--- src/fspc_defs.vh ---
// Constants for the fan speed profile controller: register offsets,
// reset values, field positions and timing counts.
// Assumes a 125 MHz core clock; included by the core and its bench.
`ifndef FSPC_DEFS_VH
`define FSPC_DEFS_VH

// Register offsets on the serial register port
`define FSPC_A_MIN_OUT   15'h0100
`define FSPC_A_MAX_OUT   15'h0101
`define FSPC_A_MIN_THR   15'h0102
`define FSPC_A_MAX_THR   15'h0103
`define FSPC_A_LEAD_MAG  15'h0104
`define FSPC_A_TOP_W     15'h0105
`define FSPC_A_TAIL_W    15'h0106
`define FSPC_A_RAMP_CFG  15'h0107
`define FSPC_A_LEAD_CFG  15'h0108

// Reset values
`define FSPC_RST_MIN_OUT  8'h00
`define FSPC_RST_MAX_OUT  8'hFE
`define FSPC_RST_MIN_THR  8'h00
`define FSPC_RST_MAX_THR  8'hFF
`define FSPC_RST_LEAD_MAG 8'h90
`define FSPC_RST_TOP_W    8'h8F
`define FSPC_RST_TAIL_W   8'h8F
`define FSPC_RST_RAMP_CFG 8'h56
`define FSPC_RST_LEAD_CFG 8'hA5

// Field positions
`define FSPC_F_CODE7     7:1
`define FSPC_F_CODE6     6:1
`define FSPC_F_FAST      7:4
`define FSPC_F_SLOW      3:0
`define FSPC_F_RAMP      7:6
`define FSPC_F_TACH      5:4
`define FSPC_B_LOCK_POL  3
`define FSPC_B_SS_END    2
`define FSPC_F_SS_TIME   1:0
`define FSPC_B_SIGN_FAST 7
`define FSPC_B_SIGN_SLOW 6
`define FSPC_B_STEP_SEL  5
`define FSPC_B_SLOPE_INV 4
`define FSPC_B_BELOW_SEL 3
`define FSPC_B_ABOVE_SEL 2

// Output duty scale: 9 bits, one step is about 0.2 percent
`define FSPC_DUTY_FULL   9'h1FF
`define FSPC_CODE_FULL   7'h7E
`define FSPC_SS_END_LO   9'h07B
`define FSPC_SS_END_HI   9'h114
`define FSPC_LEAD_BIAS   10'h020

// Timing
`define FSPC_CLK_NS      8
`define FSPC_FG_PULSE_NS 1000
`define FSPC_FG_PULSE_CYC ((`FSPC_FG_PULSE_NS + `FSPC_CLK_NS - 1) / `FSPC_CLK_NS)

`endif

--- src/fspc_core.v ---
// Fan speed profile controller: parameter registers on a serial port and
// the duty map, lead angle, soft switch, ramp, soft start and tach logic.
// Assumes all pin inputs synchronous to clock; in_duty arrives with a
// one-cycle in_pulse per input PWM period from a measurement stage.
`timescale 1ns/10ps
`default_nettype none
`include "fspc_defs.vh"
module fspc_core #(
   parameter [19:0] SS_STEP0 = 20'd10000, // Soft start cycles per duty step, code 00
   parameter [19:0] SS_STEP1 = 20'd20000, // Code 01
   parameter [19:0] SS_STEP2 = 20'd40000, // Code 10
   parameter [19:0] SS_STEP3 = 20'd80000  // Code 11
)(
   input  wire       clock,
   input  wire       rst_n,
   input  wire       ce,
   input  wire       sclk,
   input  wire       cs_n,
   input  wire       mosi,
   output reg        miso,
   output reg        miso_oe,
   input  wire [7:0] in_duty,
   input  wire       in_pulse,
   input  wire       hall_in,
   input  wire       lock_active,
   input  wire       run_start,
   output reg  [8:0] out_duty,
   output reg        full_soft,
   output reg        ss_active,
   output reg  [6:0] lead_angle,
   output reg  [3:0] top_width,
   output reg  [3:0] tail_width,
   output reg        speed_pulse_out
);
   // Parameter registers
   reg [7:0]  min_out_r;      // Minimum output target
   reg [7:0]  max_out_r;      // Maximum output target
   reg [7:0]  min_thr_r;      // Minimum input threshold
   reg [7:0]  max_thr_r;      // Maximum input threshold
   reg [7:0]  lead_mag_r;     // Lead magnitudes, fast high nibble
   reg [7:0]  top_w_r;        // Soft switch top widths
   reg [7:0]  tail_w_r;       // Soft switch tail widths
   reg [7:0]  ramp_cfg_r;     // Ramp, tach, soft start
   reg [7:0]  lead_cfg_r;     // Lead signs, step size, slope and zones
   // Serial port state
   reg        sclk_d_r;       // Previous serial clock level
   reg [4:0]  bit_cnt_r;      // Bits seen in this frame
   reg [15:0] hdr_r;          // Read flag and address
   reg [7:0]  wsh_r;          // Write data shifter
   reg [7:0]  rsh_r;          // Read data shifter
   reg [7:0]  rd_data;        // Read mux result
   wire       sclk_rise = sclk & ~sclk_d_r;
   wire       sclk_fall = ~sclk & sclk_d_r;
   wire [14:0] cur_addr = {hdr_r[13:0], mosi};
   wire       wr_en = ce & ~cs_n & sclk_rise & (bit_cnt_r == 5'd23) & ~hdr_r[15];
   wire [7:0] wr_data = {wsh_r[6:0], mosi};
   // Read mux; fixed bits read at their held values, unmapped reads zero
   always @* begin
      case (cur_addr)
         `FSPC_A_MIN_OUT:  rd_data = {min_out_r[`FSPC_F_CODE7], 1'b0};
         `FSPC_A_MAX_OUT:  rd_data = {max_out_r[`FSPC_F_CODE7], 1'b0};
         `FSPC_A_MIN_THR:  rd_data = {1'b0, min_thr_r[`FSPC_F_CODE6], 1'b0};
         `FSPC_A_MAX_THR:  rd_data = {1'b1, max_thr_r[`FSPC_F_CODE6], 1'b1};
         `FSPC_A_LEAD_MAG: rd_data = lead_mag_r;
         `FSPC_A_TOP_W:    rd_data = top_w_r;
         `FSPC_A_TAIL_W:   rd_data = tail_w_r;
         `FSPC_A_RAMP_CFG: rd_data = ramp_cfg_r;
         `FSPC_A_LEAD_CFG: rd_data = lead_cfg_r;
         default:          rd_data = 8'h00;
      endcase
   end
   // Frame: read flag, 15 address bits, 8 data bits; mode 0 timing
   always @(posedge clock) begin
      if (!rst_n) begin
         sclk_d_r  <= 1'b0;
         bit_cnt_r <= 5'h00;
         hdr_r     <= 16'h0000;
         wsh_r     <= 8'h00;
         rsh_r     <= 8'h00;
         miso      <= 1'b0;
         miso_oe   <= 1'b0;
      end else if (ce) begin
         sclk_d_r <= sclk;
         if (cs_n) begin
            // Deselect aborts any partial frame
            bit_cnt_r <= 5'h00;
            miso_oe   <= 1'b0;
         end else begin
            miso_oe <= 1'b1;
            if (sclk_rise && bit_cnt_r != 5'd24) begin
               bit_cnt_r <= bit_cnt_r + 5'h01;
               if (bit_cnt_r < 5'd16)
                  hdr_r <= {hdr_r[14:0], mosi};
               else
                  wsh_r <= wr_data;
               if (bit_cnt_r == 5'd15)
                  rsh_r <= rd_data;
            end
            if (sclk_fall && bit_cnt_r >= 5'd16) begin
               // Shift out on falling edges so the host samples on rising
               miso  <= rsh_r[7];
               rsh_r <= {rsh_r[6:0], 1'b0};
            end
         end
      end
   end
   // Register writes; fixed bits are not stored as written
   always @(posedge clock) begin
      if (!rst_n) begin
         min_out_r  <= `FSPC_RST_MIN_OUT;
         max_out_r  <= `FSPC_RST_MAX_OUT;
         min_thr_r  <= `FSPC_RST_MIN_THR;
         max_thr_r  <= `FSPC_RST_MAX_THR;
         lead_mag_r <= `FSPC_RST_LEAD_MAG;
         top_w_r    <= `FSPC_RST_TOP_W;
         tail_w_r   <= `FSPC_RST_TAIL_W;
         ramp_cfg_r <= `FSPC_RST_RAMP_CFG;
         lead_cfg_r <= `FSPC_RST_LEAD_CFG;
      end else if (wr_en) begin
         case (hdr_r[14:0])
            `FSPC_A_MIN_OUT:  min_out_r  <= {wr_data[7:1], 1'b0};
            `FSPC_A_MAX_OUT:  max_out_r  <= {wr_data[7:1], 1'b0};
            `FSPC_A_MIN_THR:  min_thr_r  <= {1'b0, wr_data[6:1], 1'b0};
            `FSPC_A_MAX_THR:  max_thr_r  <= {1'b1, wr_data[6:1], 1'b1};
            `FSPC_A_LEAD_MAG: lead_mag_r <= wr_data;
            `FSPC_A_TOP_W:    top_w_r    <= wr_data;
            `FSPC_A_TAIL_W:   tail_w_r   <= wr_data;
            `FSPC_A_RAMP_CFG: ramp_cfg_r <= wr_data;
            `FSPC_A_LEAD_CFG: lead_cfg_r <= wr_data;
            default: ;
         endcase
      end
   end
   // Linear blend of a toward b by f/256; 255 lands on b exactly so the
   // top of the window gives the maximum-speed settings unrounded
   function [9:0] fspc_lerp;
      input [9:0] a;
      input [9:0] b;
      input [7:0] f;
      reg signed [19:0] p;
      begin
         p = ($signed({1'b0, b}) - $signed({1'b0, a})) * $signed({1'b0, f});
         fspc_lerp = (f == 8'hFF) ? b : a + p[17:8];
      end
   endfunction
   // Input duty window on an 8-bit scale
   wire [7:0] di = lead_cfg_r[`FSPC_B_SLOPE_INV] ? ~in_duty : in_duty;
   wire [7:0] thr_lo = {1'b0, min_thr_r[`FSPC_F_CODE6], 1'b0};
   wire [7:0] thr_hi = {1'b1, max_thr_r[`FSPC_F_CODE6], 1'b1};
   // Zone and speed fraction; the division is serial to save area
   localparam [1:0] ZN_MID = 2'b00;
   localparam [1:0] ZN_LOW = 2'b01;
   localparam [1:0] ZN_HIGH = 2'b10;
   reg [1:0] zone_r;          // Where the last input duty fell
   reg [7:0] frac_r;          // Position inside the window, 0..255
   reg [3:0] div_cnt_r;       // Division steps left
   reg [8:0] rem_r;           // Partial remainder
   reg [7:0] den_r;           // Window width
   reg [7:0] quo_r;           // Quotient being built
   wire [8:0] rem_sh = {rem_r[7:0], 1'b0};
   wire       q_bit = rem_sh >= {1'b0, den_r};
   always @(posedge clock) begin
      if (!rst_n) begin
         zone_r    <= ZN_LOW;
         frac_r    <= 8'h00;
         div_cnt_r <= 4'h0;
         rem_r     <= 9'h000;
         den_r     <= 8'h01;
         quo_r     <= 8'h00;
      end else if (ce) begin
         if (div_cnt_r != 4'h0) begin
            rem_r     <= q_bit ? rem_sh - {1'b0, den_r} : rem_sh;
            quo_r     <= {quo_r[6:0], q_bit};
            div_cnt_r <= div_cnt_r - 4'h1;
            if (div_cnt_r == 4'h1) begin
               frac_r <= {quo_r[6:0], q_bit};
               zone_r <= ZN_MID;
            end
         end else if (in_pulse) begin
            if (di < thr_lo) begin
               zone_r <= ZN_LOW;
               frac_r <= 8'h00;
            end else if (di > thr_hi) begin
               zone_r <= ZN_HIGH;
               frac_r <= 8'hFF;
            end else begin
               // Window width is at least 3, so no divide by zero
               rem_r     <= {1'b0, di - thr_lo};
               den_r     <= thr_hi - thr_lo;
               quo_r     <= 8'h00;
               div_cnt_r <= 4'h8;
            end
         end
      end
   end
   // Targets from codes; 126 and 127 both give full duty
   wire [8:0] tgt_min = (min_out_r[`FSPC_F_CODE7] >= `FSPC_CODE_FULL) ? `FSPC_DUTY_FULL
                        : {min_out_r[`FSPC_F_CODE7], 2'b00};
   wire [8:0] tgt_max = (max_out_r[`FSPC_F_CODE7] >= `FSPC_CODE_FULL) ? `FSPC_DUTY_FULL
                        : {max_out_r[`FSPC_F_CODE7], 2'b00};
   wire [9:0] tgt_mid = fspc_lerp({1'b0, tgt_min}, {1'b0, tgt_max}, frac_r);
   reg  [8:0] target;         // Duty the ramp moves toward
   always @* begin
      case (zone_r)
         ZN_LOW:  target = lead_cfg_r[`FSPC_B_BELOW_SEL] ? 9'h000 : tgt_min;
         ZN_HIGH: target = lead_cfg_r[`FSPC_B_ABOVE_SEL] ? `FSPC_DUTY_FULL : tgt_max;
         default: target = tgt_mid[8:0];
      endcase
   end
   // Signed lead angles held with a bias so the blend stays unsigned
   wire [3:0] mag_slow = lead_mag_r[`FSPC_F_SLOW];
   wire [3:0] mag_fast = lead_mag_r[`FSPC_F_FAST];
   wire [9:0] lead_slow = lead_cfg_r[`FSPC_B_SIGN_SLOW] ? `FSPC_LEAD_BIAS + mag_slow
                          : `FSPC_LEAD_BIAS - mag_slow;
   wire [9:0] lead_fast = lead_cfg_r[`FSPC_B_SIGN_FAST] ? `FSPC_LEAD_BIAS + mag_fast
                          : `FSPC_LEAD_BIAS - mag_fast;
   wire [9:0] lead_mix = fspc_lerp(lead_slow, lead_fast, frac_r) - `FSPC_LEAD_BIAS;
   wire [9:0] top_mix = fspc_lerp({6'h00, top_w_r[`FSPC_F_SLOW]},
                                  {6'h00, top_w_r[`FSPC_F_FAST]}, frac_r);
   wire [9:0] tail_mix = fspc_lerp({6'h00, tail_w_r[`FSPC_F_SLOW]},
                                   {6'h00, tail_w_r[`FSPC_F_FAST]}, frac_r);
   // Drive settings out; lead is in 0.35 degree units either way
   always @(posedge clock) begin
      if (!rst_n) begin
         lead_angle <= 7'h00;
         top_width  <= 4'h0;
         tail_width <= 4'h0;
         full_soft  <= 1'b0;
      end else if (ce) begin
         if (lead_cfg_r[`FSPC_B_STEP_SEL])
            lead_angle <= {lead_mix[5], lead_mix[5:0]};
         else
            lead_angle <= {lead_mix[5:0], 1'b0};
         top_width  <= top_mix[3:0];
         tail_width <= tail_mix[3:0];
         full_soft  <= (zone_r == ZN_HIGH) & lead_cfg_r[`FSPC_B_ABOVE_SEL];
      end
   end
   // Soft start step period and end duty
   reg  [19:0] ss_cnt_r;      // Cycles since the last soft start step
   reg  [9:0]  roc_cnt_r;     // Input pulses since the last ramp step
   reg  [19:0] ss_step;       // Selected cycles per step
   wire [8:0]  ss_end = ramp_cfg_r[`FSPC_B_SS_END] ? `FSPC_SS_END_HI : `FSPC_SS_END_LO;
   wire [9:0]  roc_lim = 10'h080 << ramp_cfg_r[`FSPC_F_RAMP];
   always @* begin
      case (ramp_cfg_r[`FSPC_F_SS_TIME])
         2'b00:   ss_step = SS_STEP0;
         2'b01:   ss_step = SS_STEP1;
         2'b10:   ss_step = SS_STEP2;
         default: ss_step = SS_STEP3;
      endcase
   end
   // Output duty: soft start first, then ramp toward the target
   always @(posedge clock) begin
      if (!rst_n) begin
         out_duty  <= 9'h000;
         ss_active <= 1'b1;
         ss_cnt_r  <= 20'h00000;
         roc_cnt_r <= 10'h000;
      end else if (ce) begin
         if (run_start) begin
            out_duty  <= 9'h000;
            ss_active <= 1'b1;
            ss_cnt_r  <= 20'h00000;
         end else if (ss_active) begin
            // Open-loop climb; the target is ignored until the end duty
            if (ss_cnt_r >= ss_step - 20'h00001) begin
               ss_cnt_r <= 20'h00000;
               if (out_duty >= ss_end)
                  ss_active <= 1'b0;
               else
                  out_duty <= out_duty + 9'h001;
            end else begin
               ss_cnt_r <= ss_cnt_r + 20'h00001;
            end
         end else if (ramp_cfg_r[`FSPC_F_RAMP] == 2'b11) begin
            out_duty <= target;
         end else if (in_pulse) begin
            if (roc_cnt_r >= roc_lim - 10'h001) begin
               roc_cnt_r <= 10'h000;
               if (out_duty < target)
                  out_duty <= out_duty + 9'h001;
               else if (out_duty > target)
                  out_duty <= out_duty - 9'h001;
            end else begin
               roc_cnt_r <= roc_cnt_r + 10'h001;
            end
         end
      end
   end
   // Tach pin
   localparam integer FG_PULSE = `FSPC_FG_PULSE_CYC; // Sliced to the counter where used
   reg       hall_d_r;        // Registered Hall level
   reg       half_r;          // Toggles once per Hall period
   reg [7:0] fg_cnt_r;        // Pulse stretch for the doubled rate
   always @(posedge clock) begin
      if (!rst_n) begin
         hall_d_r        <= 1'b0;
         half_r          <= 1'b0;
         fg_cnt_r        <= 8'h00;
         speed_pulse_out <= 1'b0;
      end else if (ce) begin
         hall_d_r <= hall_in;
         if (hall_in & ~hall_d_r)
            half_r <= ~half_r;
         // A fixed pulse per Hall edge doubles the rate; limits top speed
         if (hall_in ^ hall_d_r)
            fg_cnt_r <= FG_PULSE[7:0];
         else if (fg_cnt_r != 8'h00)
            fg_cnt_r <= fg_cnt_r - 8'h01;
         case (ramp_cfg_r[`FSPC_F_TACH])
            2'b00:   speed_pulse_out <= hall_d_r;
            2'b01:   speed_pulse_out <= fg_cnt_r != 8'h00;
            2'b10:   speed_pulse_out <= half_r;
            default: speed_pulse_out <= lock_active ^ ramp_cfg_r[`FSPC_B_LOCK_POL];
         endcase
      end
   end
endmodule
`default_nettype wire

--- config.mk ---
export PLATFORM = sky130hd
export DESIGN_NAME = fspc_core
export DESIGN_NICKNAME = d
export VERILOG_FILES = /design/src/fspc_core.v
export VERILOG_INCLUDE_DIRS = /design/src
export SDC_FILE = /design/constraint.sdc
export NUM_CORES = 1
export LEC_CHECK = 0
export BUFFER_PORTS_ARGS = -buffer_cell sky130_fd_sc_hd__buf_4
export CAP_MARGIN = 20
export CORE_MARGIN = 10
export CORE_UTILIZATION = 35
export DETAILED_ROUTE_END_ITERATION = 10
export MAX_ROUTING_LAYER = met4
export SLEW_MARGIN = 25
export SYNTH_ARGS = -nofsm -noshare
export SYNTH_HDL_FRONTEND = slang
export SYNTH_SLANG_ARGS = --single-unit
--- constraint.sdc ---
create_clock -name clock -period 10.6 [get_ports clock]
set_input_delay 1.59 -clock clock [delete_from_list [all_inputs] [get_ports clock]]
set_output_delay 1.59 -clock clock [all_outputs]
set_load 0.05 [all_outputs]
==> results of run 1 <==
==> critical path: cells and delay by family (launching register included) <==
family                   cells  cell delay, ns
flip-flops                   1            0.47
adder cells (fa/ha/maj)     10            3.90
XOR/XNOR                     3            0.57
AO/OA/AOI/OAI               16            3.25
AND/OR/NAND/NOR              9            1.63
buffers and inverters        4            0.23
==> area by class of cell <==
class                      count  area [um2]  area share [%]
timing repair buffer          81         608            2.69
multi-input combinational   1898       15000            66.1
tap                          773         967            4.27
clock inverter                 9         209           0.923
inverter                     299        1120            4.97
sequential                   208        4160            18.4
clock buffer                  29         607            2.68
==> where the power goes <==
part | total (mW) | switching, mW | internal, mW
sequential | 0.895 | 0.0580 | 0.837
combinational | 1.62 | 0.912 | 0.704
clock | 0.875 | 0.325 | 0.549
==> sequential cells by signal, summed over array words and instances, names as in the netlist, 8 cells and up <==
| register | cells |
|---|---|
| hdr_r | 16 |
| lead_mag_r | 8 |
| lead_cfg_r | 8 |
| out_duty | 9 |
| top_w_r | 8 |
| tail_w_r | 8 |
| frac_r | 8 |
| ss_cnt_r | 20 |
| ramp_cfg_r | 8 |
| roc_cnt_r | 10 |
| rsh_r | 8 |
| fg_cnt_r | 8 |
| rem_r | 8 |
==> kinds of logic (layout without fill, tap and decap cells) <==
logic type	Yosys count	count (layout)
fa+ha+maj	368	368
xor+xnor	131	131
compound gates	455	455
buf+inv	429	418
flops	208	208
mux	76	76
other cells	1	1
simple gates	867	867
==> cell usage after synthesis, types with 5 or more instances <==
library cell	n
nand2_1	350
nor2_1	192
nor2b_1	42
ha_1	211
and3_1	18
nor3_1	22
nand3b_1	7
a21boi_0	5
and2_1	76
a21o_1	37
o211ai_1	28
mux2i_1	61
or3_1	13
nor3b_1	13
mux4_2	14
nand4_1	12
o21bai_1	8
inv_1	299
nor4_1	13
nand3_1	50
a22oi_1	20
xor2_1	51
a311oi_1	6
a21oi_1	157
nand2b_1	36
o21ai_1	5
buf_2	5
a31oi_1	9
o21a_1	23
dfxtp_1	208
clkbuf_1	118
a211o_1	5
o21ai_0	73
xnor2_1	76
buf_1	5
a211oi_1	17
o22ai_1	5
fa_1	151
==> cells in the final DEF, fill, tap and decap left out, types with 6 or more instances in the layout <==
master | netlist | final
a311oi_1 | 6 | 6
o21ai_0 | 73 | 73
nand3b_1 | 7 | 7
ha_1 | 211 | 211
buf_4 | 0 | 81
o211ai_1 | 28 | 28
dfxtp_1 | 208 | 208
nand2_1 | 350 | 350
nand3_1 | 50 | 50
fa_1 | 151 | 151
nand4_1 | 12 | 12
inv_1 | 299 | 298
a21o_1 | 37 | 37
or3_1 | 13 | 13
xor2_1 | 51 | 51
and2_1 | 76 | 76
o21a_1 | 23 | 23
nand2b_1 | 36 | 36
a211oi_1 | 17 | 16
o21bai_1 | 8 | 8
mux2i_1 | 61 | 61
a21oi_1 | 157 | 155
xnor2_1 | 76 | 76
clkbuf_16 | 0 | 22
and3_1 | 18 | 18
bufinv_16 | 0 | 6
nor3_1 | 22 | 22
nor3b_1 | 13 | 12
a22oi_1 | 20 | 20
a31oi_1 | 9 | 9
nor2b_1 | 42 | 41
mux4_2 | 14 | 14
nor2_1 | 192 | 191
nor4_1 | 13 | 12
==> worst min-delay path by stage <==
stage	from	end	cells after the start
2_1_floorplan	lead_cfg_r[1]	lead_cfg_r[1]	2
3_3_place_gp	lead_cfg_r[1]	lead_cfg_r[1]	2
3_5_place_dp	lead_cfg_r[1]	lead_cfg_r[1]	2
4_1_cts	lead_cfg_r[1]	lead_cfg_r[1]	2
5_1_grt	lead_cfg_r[1]	lead_cfg_r[1]	2
6_report	hdr_r[15]	hdr_r[15]	2
==> layer usage <==
| metal | up-vias | share of wire, % | global-route usage [%] | wire length, um |
|---|---|---|---|---|
| met4 | 0 | 2.9 | 4.88 | 1580 |
| met1 | 8307 | 45 | 19.5 | 24200 |
| met5 | - | 0 | - | 0 |
| met2 | 343 | 48 | 26.4 | 25800 |
| met3 | 96 | 3.6 | 1.07 | 1910 |
| li1 | 8382 | - | - | - |
==> through the flow <==
stage	area (um2)	hold slack [ns]	instances
global route	22600	0.488	3297
global placement	21800	0.439	3259
finish	22600	0.462	3297
floorplan	20700	0.432	2535
detailed placement	21800	0.451	3259
CTS	22600	0.461	3297
==> what timing repair did <==
item | CTS | global route
hold buffers | 0 | 0
setup endpoints to repair | 0 | 9
resized for setup | 0 | 6
==> results.md, run 1 <==
* Run status: complete, no violations
* Grt ovf at 0
* Final min period at 10.13 ns
* Post-synth EDFFs at 0
* Adder-Cell Fraction of Synth Area at 27.6%
* CTS Buf Count at 22
* Slew Limit Fails at 0
* Critical path arrival at 10.58 ns
* Synth area leaders: dfxtp_1 (20%), fa_1 (15%), ha_1 (13%)
* First-pass GRT wire length at 88,900 um
* Setup TNS at 0 ns
* DR WL/cell at 16.2 um
* Worst endpoint required time at 11.05 ns
* CTS H-tree depth at 1
* Clock Skew at 0.0221 ns
* Routed Antenna Nets at 0
* Setup ws final at 0.467 ns
* Number of antenna violations at the first check in global routing at 0
* Fin. Hold Viols at 0
* CTS tree: built
* CP max stage delay at 0.65 ns
* Vias per cell at 5.20
* LEAKAGE at 10.3 nW
* Vias in the first global route at 17.3k
* P&R area growth vs syn at 9.31%
* Slew margin rel. at 33.2%
* Post-synth top area cell: dfxtp_1
* Worst setup EP type: register
* Synth Area in XOR/XNOR at 5.80%
* Maximum VDD drop at 0.000108 V
* Crit path launch: max_out_r[4]
* Post-synthesis sequential area ratio at 20.1%
* Sink Count at 208
* Top FF cell, synth: dfxtp_1
* Synthesized area at 20,700 um2
* Die area at 69,300 um2
* Filler Cell Count at 6,037
* GRT Total Usage at 15.6%
* Via count at 17.1k
* Least-Margin Pin Slew at 0.999 ns
* Post-CTS setup buffer count at 0
* Io pins at 47
* Die Y at 263 um
* Root buffer cell: clkbuf_16
* Die X at 263 um
* Pwr/cell area at 150 nW/um2
* Flop2flop setup slack at 0.47 ns
* Synth Instances at 2,535
* Flops & latches, synth at 208
* Crit path launch type: register
* Synth Net Count at 2,915
* DR iter-0 viols at 1,137
* First-pass iteration count of the detailed router at 5
* DRC at 0
* Largest net degree at the start of global routing at 79
* Mux contribution to synthesized area at 4.52%
* Simple-Gate Fraction of Synth Area at 19.7%
* Capture point of the worst reg-to-reg path: out_duty[8]
* IO Port Bufs at 46
* Final RePlAce weighted congestion at 0.894
* Pre-CTS WS at 0.296 ns
* Setup Viol. Count Final at 0
* Total power at 3.39 mW
* Diode count at 0
* Clock Path Buffers at 3
* Starting density of the core at 35.2%
* Max frequency at 98.7 MHz
* Synth cell types at 89
* Util after Layout at 38.5%
* Kind of critical path: register to register
* Crit Path Max Fanout at 9
* Ys async rst share at 0%
* CP endpoint: out_duty[8]
* Syn avg cell area at 8.17 um2
* Core area at 58,800 um2
* Num rows at 89
* Final Cycle Share at 95.6%
* Final nets at 2,890
* Worst-Skew Late Latency at 0.53 ns
* WL final at 53,600 um
* Post-synth top area share at 20.1%
* Clock-pin slew on the worst setup and hold paths at 0.06 ns
* Max_cap viols at 0
* Yosys warns at 0
* R2r startpoint: max_out_r[4]
* Synth Area in Compound Gates at 14.4%
* Worst path slowest cell: a2111oi_0
* Share of cells above drive strength 1 at 6.74%
* R2R depth at 42
* Largest family of logic cells by synthesized area: adder cells
* Hpwl dp at 41,200 um
* Hold Path Class: register to register
Power figures use the tool's default switching activity.
==> inputs of run 2 (changes only) <==
--- a/config.mk
+++ b/config.mk
@@ -6,6 +6,7 @@
 export SDC_FILE = /design/constraint.sdc
 export NUM_CORES = 1
 export LEC_CHECK = 0
+export ABC_AREA = 1
 export BUFFER_PORTS_ARGS = -buffer_cell sky130_fd_sc_hd__buf_4
 export CAP_MARGIN = 20
 export CORE_MARGIN = 10
==> results.md, run 2 <==
* Max frequency at 109 MHz
* Root buffer cell: clkbuf_16
* Final RePlAce weighted congestion at 0.968
* Routed Antenna Nets at 0
* Synth top cells by count: inv_1 (567), nand2_1 (484), nor2_1 (256)
* Io pins at 47
* Hold path endpoint: ss_cnt_r[19]
* Reg power frac at 12.1%
* Slew Limit Fails at 0
* P&R area growth vs syn at 8.92%
* Core area at 58,800 um2
* Capture point of the worst reg-to-reg path: out_duty[2]
* Top FF cell, synth: dfxtp_1
* Synth cell types at 61
* Critical path arrival at 9.65 ns
* Share of cells above drive strength 1 at 5.77%
* Post-synth top area cell: dfxtp_1
* Vias in the first global route at 17.6k
* DR iter-0 viols at 1,372
* Largest net degree at the start of global routing at 71
* Worst path top cell family by delay: adder cells
* CTS H-tree depth at 1
* Vias per cell at 4.96
* Hold Startpoint: ss_cnt_r[19]
* R2R depth at 48
* Max_cap viols at 0
* Final Cycle Share at 86.6%
* Biggest register: ss_cnt_r
* Total power at 7.72 mW
* Flops & latches, synth at 208
* Clock Path Buffers at 3
* Ys async rst share at 0%
* Hold Path Class: register to register
* Diode count at 0
* R2r startpoint: min_out_r[3]
* Final min period at 9.18 ns
* Worst path slowest cell: fa_1
* CTS tree: built
* Number of antenna violations at the first check in global routing at 0
* Fin. Hold Viols at 0
* Least-Margin Pin Slew at 0.882 ns
* Cell Int Power at 3.59 mW
* Combinational power share at 77.1%
* Clock-pin slew on the worst setup and hold paths at 0.06 ns
* Die X at 263 um
* Sink Count at 208
* Die area at 69,400 um2
* Most common cell after layout, fill and taps aside: inv_1
* Biggest regs: ss_cnt_r: 20 flops, hdr_r: 16 flops, roc_cnt_r: 10 flops
* Kind of critical path: register to register
* Post-CTS resize count at 0
* Synth Net Count at 3,258
* CTS Buf Count at 24
* IO Port Bufs at 46
* Post-synth top area share at 20.1%
* Post-CTS setup buffer count at 0
* Synth Instances at 2,878
* First-pass GRT wire length at 95,100 um
* Run status: complete, no violations
* Post-synth EDFFs at 0
* Via count at 18.2k
* First-pass iteration count of the detailed router at 7
* GRT Total Usage at 17.0%
* Setup TNS at 0 ns
* CP max stage delay at 0.56 ns
* RSZ-0062 raised after global routing: false
* DRC at 0
* DR WL/cell at 16.1 um
* Clock Skew at 0.0119 ns
* Die Y at 263 um
* Hpwl dp at 45,700 um
* WL final at 58,900 um
* Setup Viol. Count Final at 0
* Starting density of the core at 35.3%
* Cell repeated most along the worst path: nand2_1
* Worst setup EP type: register
* Hold-fix buffers, CTS at 0
* Syn avg cell area at 7.20 um2
* Worst endpoint required time at 11.07 ns
* Max reg flops at 20
* Grt ovf at 0
* Slew margin rel. at 41.1%
* Final nets at 3,257
* Clock power share at 10.9%
* Num rows at 89
* WHS Path Cells at 2
* Synth area leaders: dfxtp_1 (20%), fa_1 (15%), ha_1 (13%)
* Switching Share at 53.5%
* Buf+Inv Stages, Crit Path at 9
* Most frequent cell after synthesis: inv_1
* Synthesized area at 20,700 um2
* Worst-Skew Late Latency at 0.54 ns
* P_sw at 4.13 mW
* Crit Path Max Fanout at 10
* Flop2flop setup slack at 1.42 ns
* Post-synthesis sequential area ratio at 20.1%
* Maximum VDD drop at 0.000263 V
* Crit path launch type: register
* Yosys warns at 0
* Pwr/cell area at 342 nW/um2
* LEAKAGE at 11.1 nW
* Most frequent cells in the layout: inv_1 (567), nand2_1 (484), nor2_1 (256)
==> run 2: cell count changes in the layout (fill, tap and decap cells not counted), moves of 34 or more <==
cell	before	now
a21oi_1	155	235
nand3_1	50	84
mux2i_1	61	0
nor2_1	191	256
nand2_1	350	484
nor2b_1	41	0
inv_1	298	567
and2_1	76	2
o21ai_0	73	156
xnor2_1	76	24
nand2b_1	36	0
==> run 2: layout make-up <==
class                           instances  area, um2
Clock buffer                           33        676
Clock inverter                          9        103
Fill cell                            6278      36200
Inverter                              578       2170
Multi-Input combinational cell       2006      14100
Sequential cell                       208       4160
Tap cell                              773        967
Timing Repair Buffer                   59        443
==> run 2: worst max path at each step <==
stage / slack, ns / cells past startpoint / endpoint / from
final: 1.42 / 48 / out_duty[2] / min_out_r[3]
after global routing: 0.47 / 51 / out_duty[2] / min_out_r[3]
after global placement: 1.80 / 52 / out_duty[2] / min_out_r[3]
after CTS: 1.50 / 52 / out_duty[2] / min_out_r[3]
after detailed placement: 1.53 / 52 / out_duty[0] / min_out_r[3]
after floorplan: 2.61 / 53 / out_duty[2] / min_out_r[3]
==> run 2: stage by stage <==
step / util [%] / instance area (um2) / instances / hold WS, ns / setup WS, ns
after floorplan: - / 20700 / 2878 / 0.419 / 2.61
after global placement: 37.1 / 21800 / 3624 / 0.433 / 1.80
after detailed placement: 37.1 / 21800 / 3624 / 0.437 / 1.53
after CTS: 38.4 / 22600 / 3666 / 0.448 / 1.50
after global routing: 38.4 / 22600 / 3666 / 0.463 / 0.465
final: 38.4 / 22600 / 3666 / 0.446 / 1.42
==> run 2: worst reg2reg max path: cells and delay by family (launching register included) <==
family          cells  cell delay [ns]
flops               1             0.41
fa+ha+maj           8             3.32
simple gates       19             2.06
xor+xnor            2             0.78
compound gates     10             1.47
buf+inv             9             1.08
==> run 2: power by group through the flow <==
stage | sequential, mW | combinational (mW) | clock [mW]
floorplan | 0.979 | 4.52 | 0
global placement | 0.948 | 5.92 | 0
detailed placement | 0.947 | 5.97 | 0
CTS | 0.931 | 6.00 | 0.856
global route | 0.940 | 6.88 | 0.887
finish | 0.931 | 5.95 | 0.838
==> run 2: layer usage <==
metal	GRT usage (%)	share of wire, %
met1	22.5	47
met2	27.6	46
met3	1.90	5.1
met4	3.65	1.9
met5	-	0
==> run 2: cell families (layout without fill, tap and decap cells) <==
logic type,Yosys count,after routing,share of synthesized area [%]
AOI/OAI and AO/OA,579,579,16.3
adders and majority gates,362,362,27.3
and+or+nand+nor,964,964,19.9
DFF,208,208,20.1
other,1,1,0.0181
xor gates and xnor gates,100,100,4.26
buffers and inverters,664,679,12.1
==> inputs of run 3 (changes only) <==
--- a/config.mk
+++ b/config.mk
@@ -9,10 +9,10 @@
 export ABC_AREA = 1
 export BUFFER_PORTS_ARGS = -buffer_cell sky130_fd_sc_hd__buf_4
 export CAP_MARGIN = 20
-export CORE_MARGIN = 10
 export CORE_UTILIZATION = 35
 export DETAILED_ROUTE_END_ITERATION = 10
 export MAX_ROUTING_LAYER = met4
+export REMOVE_ABC_BUFFERS = 1
 export SLEW_MARGIN = 25
 export SYNTH_ARGS = -nofsm -noshare
 export SYNTH_HDL_FRONTEND = slang
==> results.md, run 3 (same netlist as run 2, synthesis figures left out) <==
* Max frequency at 110 MHz
* Post-CTS setup buffer count at 0
* Post-CTS resize count at 0
* WL final at 58,900 um
* Cell repeated most along the worst path: nand2_1
* DRC at 0
* Critical path arrival at 9.51 ns
* Fin. Hold Viols at 0
* Setup Viol. Count Final at 0
* CTS Buf Count at 23
* Run status: complete, no violations
* GRT Total Usage at 20.4%
* Final Cycle Share at 85.8%
* CTS H-tree depth at 1
* Worst endpoint required time at 11.02 ns
* Core area at 58,100 um2
* Die Y at 245 um
* Setup ws final at 1.51 ns
* LEAKAGE at 11.1 nW
* Clock Skew at 0.0264 ns
* Crit path launch type: register
* CTS tree: built
* RSZ-0062 raised after global routing: false
* DR iter-0 viols at 1,233
* Biggest regs: ss_cnt_r: 20 flops, hdr_r: 16 flops, roc_cnt_r: 10 flops
* Vias per cell at 5.01
* Largest net degree at the start of global routing at 86
* Hold Path Class: register to register
* Crit Path Max Fanout at 10
* Via count at 18.3k
* Hpwl dp at 45,700 um
* Final nets at 3,258
* Least-Margin Pin Slew at 0.957 ns
* Final min period at 9.09 ns
* Worst path slowest cell: fa_1
* Maximum VDD drop at 0.000289 V
* Slew margin rel. at 36.0%
* Biggest register: ss_cnt_r
* Hold-fix buffers, CTS at 0
* Max reg flops at 20
* Final RePlAce weighted congestion at 0.962
* Worst-Skew Late Latency at 0.54 ns
* Vias in the first global route at 17.5k
* Most frequent cells in the layout: inv_1 (567), nand2_1 (484), nor2_1 (256)
* Most common cell after layout, fill and taps aside: inv_1
* P&R area growth vs syn at 9.01%
* Pre-CTS WS at 1.65 ns
* Num rows at 88
* Pwr/cell area at 344 nW/um2
* Root buffer cell: clkbuf_16
* Setup TNS at 0 ns
* Worst setup EP type: register
* Clock Path Buffers at 3
* Sink Count at 208
* Die X at 245 um
* Diode count at 0
* Number of antenna violations at the first check in global routing at 0
* Starting density of the core at 35.7%
* Routed Antenna Nets at 0
* IO Port Bufs at 46
* Grt ovf at 0
* Share of cells above drive strength 1 at 5.87%
* DR WL/cell at 16.1 um
* Slew Limit Fails at 0
* Max_cap viols at 0
* R2R depth at 52
* Io pins at 47
* CP max stage delay at 0.70 ns
* First-pass GRT wire length at 95,500 um
* WHS Path Cells at 2
* First-pass iteration count of the detailed router at 6
* Clock-pin slew on the worst setup and hold paths at 0.06 ns
* Die area at 60,200 um2
* Kind of critical path: register to register
==> run 3: routing by layer <==
metal | share of wire [%] | GRT usage (%)
met3 | 4.9 | 1.84
met1 | 47 | 27.5
met2 | 45 | 32.4
met5 | 0 | -
met4 | 2.6 | 5.77
==> run 3: path summary, 6_finish.rpt <==
path           startpoint  slack (ns)      endpoint
max          min_out_r[3]        1.51   out_duty[2]
min          ss_cnt_r[19]        0.44  ss_cnt_r[19]
max reg2reg  min_out_r[3]        1.51   out_duty[2]
min reg2reg  ss_cnt_r[19]        0.44  ss_cnt_r[19]
==> run 3: layout make-up <==
cell class,instances,area (um2)
clock inverter,9,128
multi-input combinational,2006,14100
sequential,208,4160
tap,765,957
inverter,578,2170
timing repair buffer,61,458
clock buffer,33,663
fill,6212,35500
==> run 3: metrics by stage <==
step                      power (mW)  cells  util [%]  cell area, um2  hold WS (ns)
final                           7.76   3660      38.9           22600         0.440
after global routing            8.81   3660      38.9           22600         0.470
after CTS                       7.79   3660      38.9           22600         0.440
after detailed placement        6.89   3618      37.5           21800         0.432
after global placement          6.86   3618      37.5           21800         0.432
after floorplan                 5.45   2792         -           20400         0.419
==> run 3: critical path: cells and delay by family (launching register included) <==
family	cells	cell delay, ns
buffers and inverters	12	1.34
DFF	1	0.40
adders and majority gates	8	3.61
and+or+nand+nor	25	2.48
xor gates and xnor gates	1	0.18
AOI/OAI and AO/OA	6	0.98
==> run 3: power breakdown <==
group | switching [mW] | internal [mW] | total [mW]
sequential | 0.0622 | 0.870 | 0.932
clock | 0.345 | 0.509 | 0.854
combinational | 3.74 | 2.23 | 5.98
total | 4.15 | 3.61 | 7.76
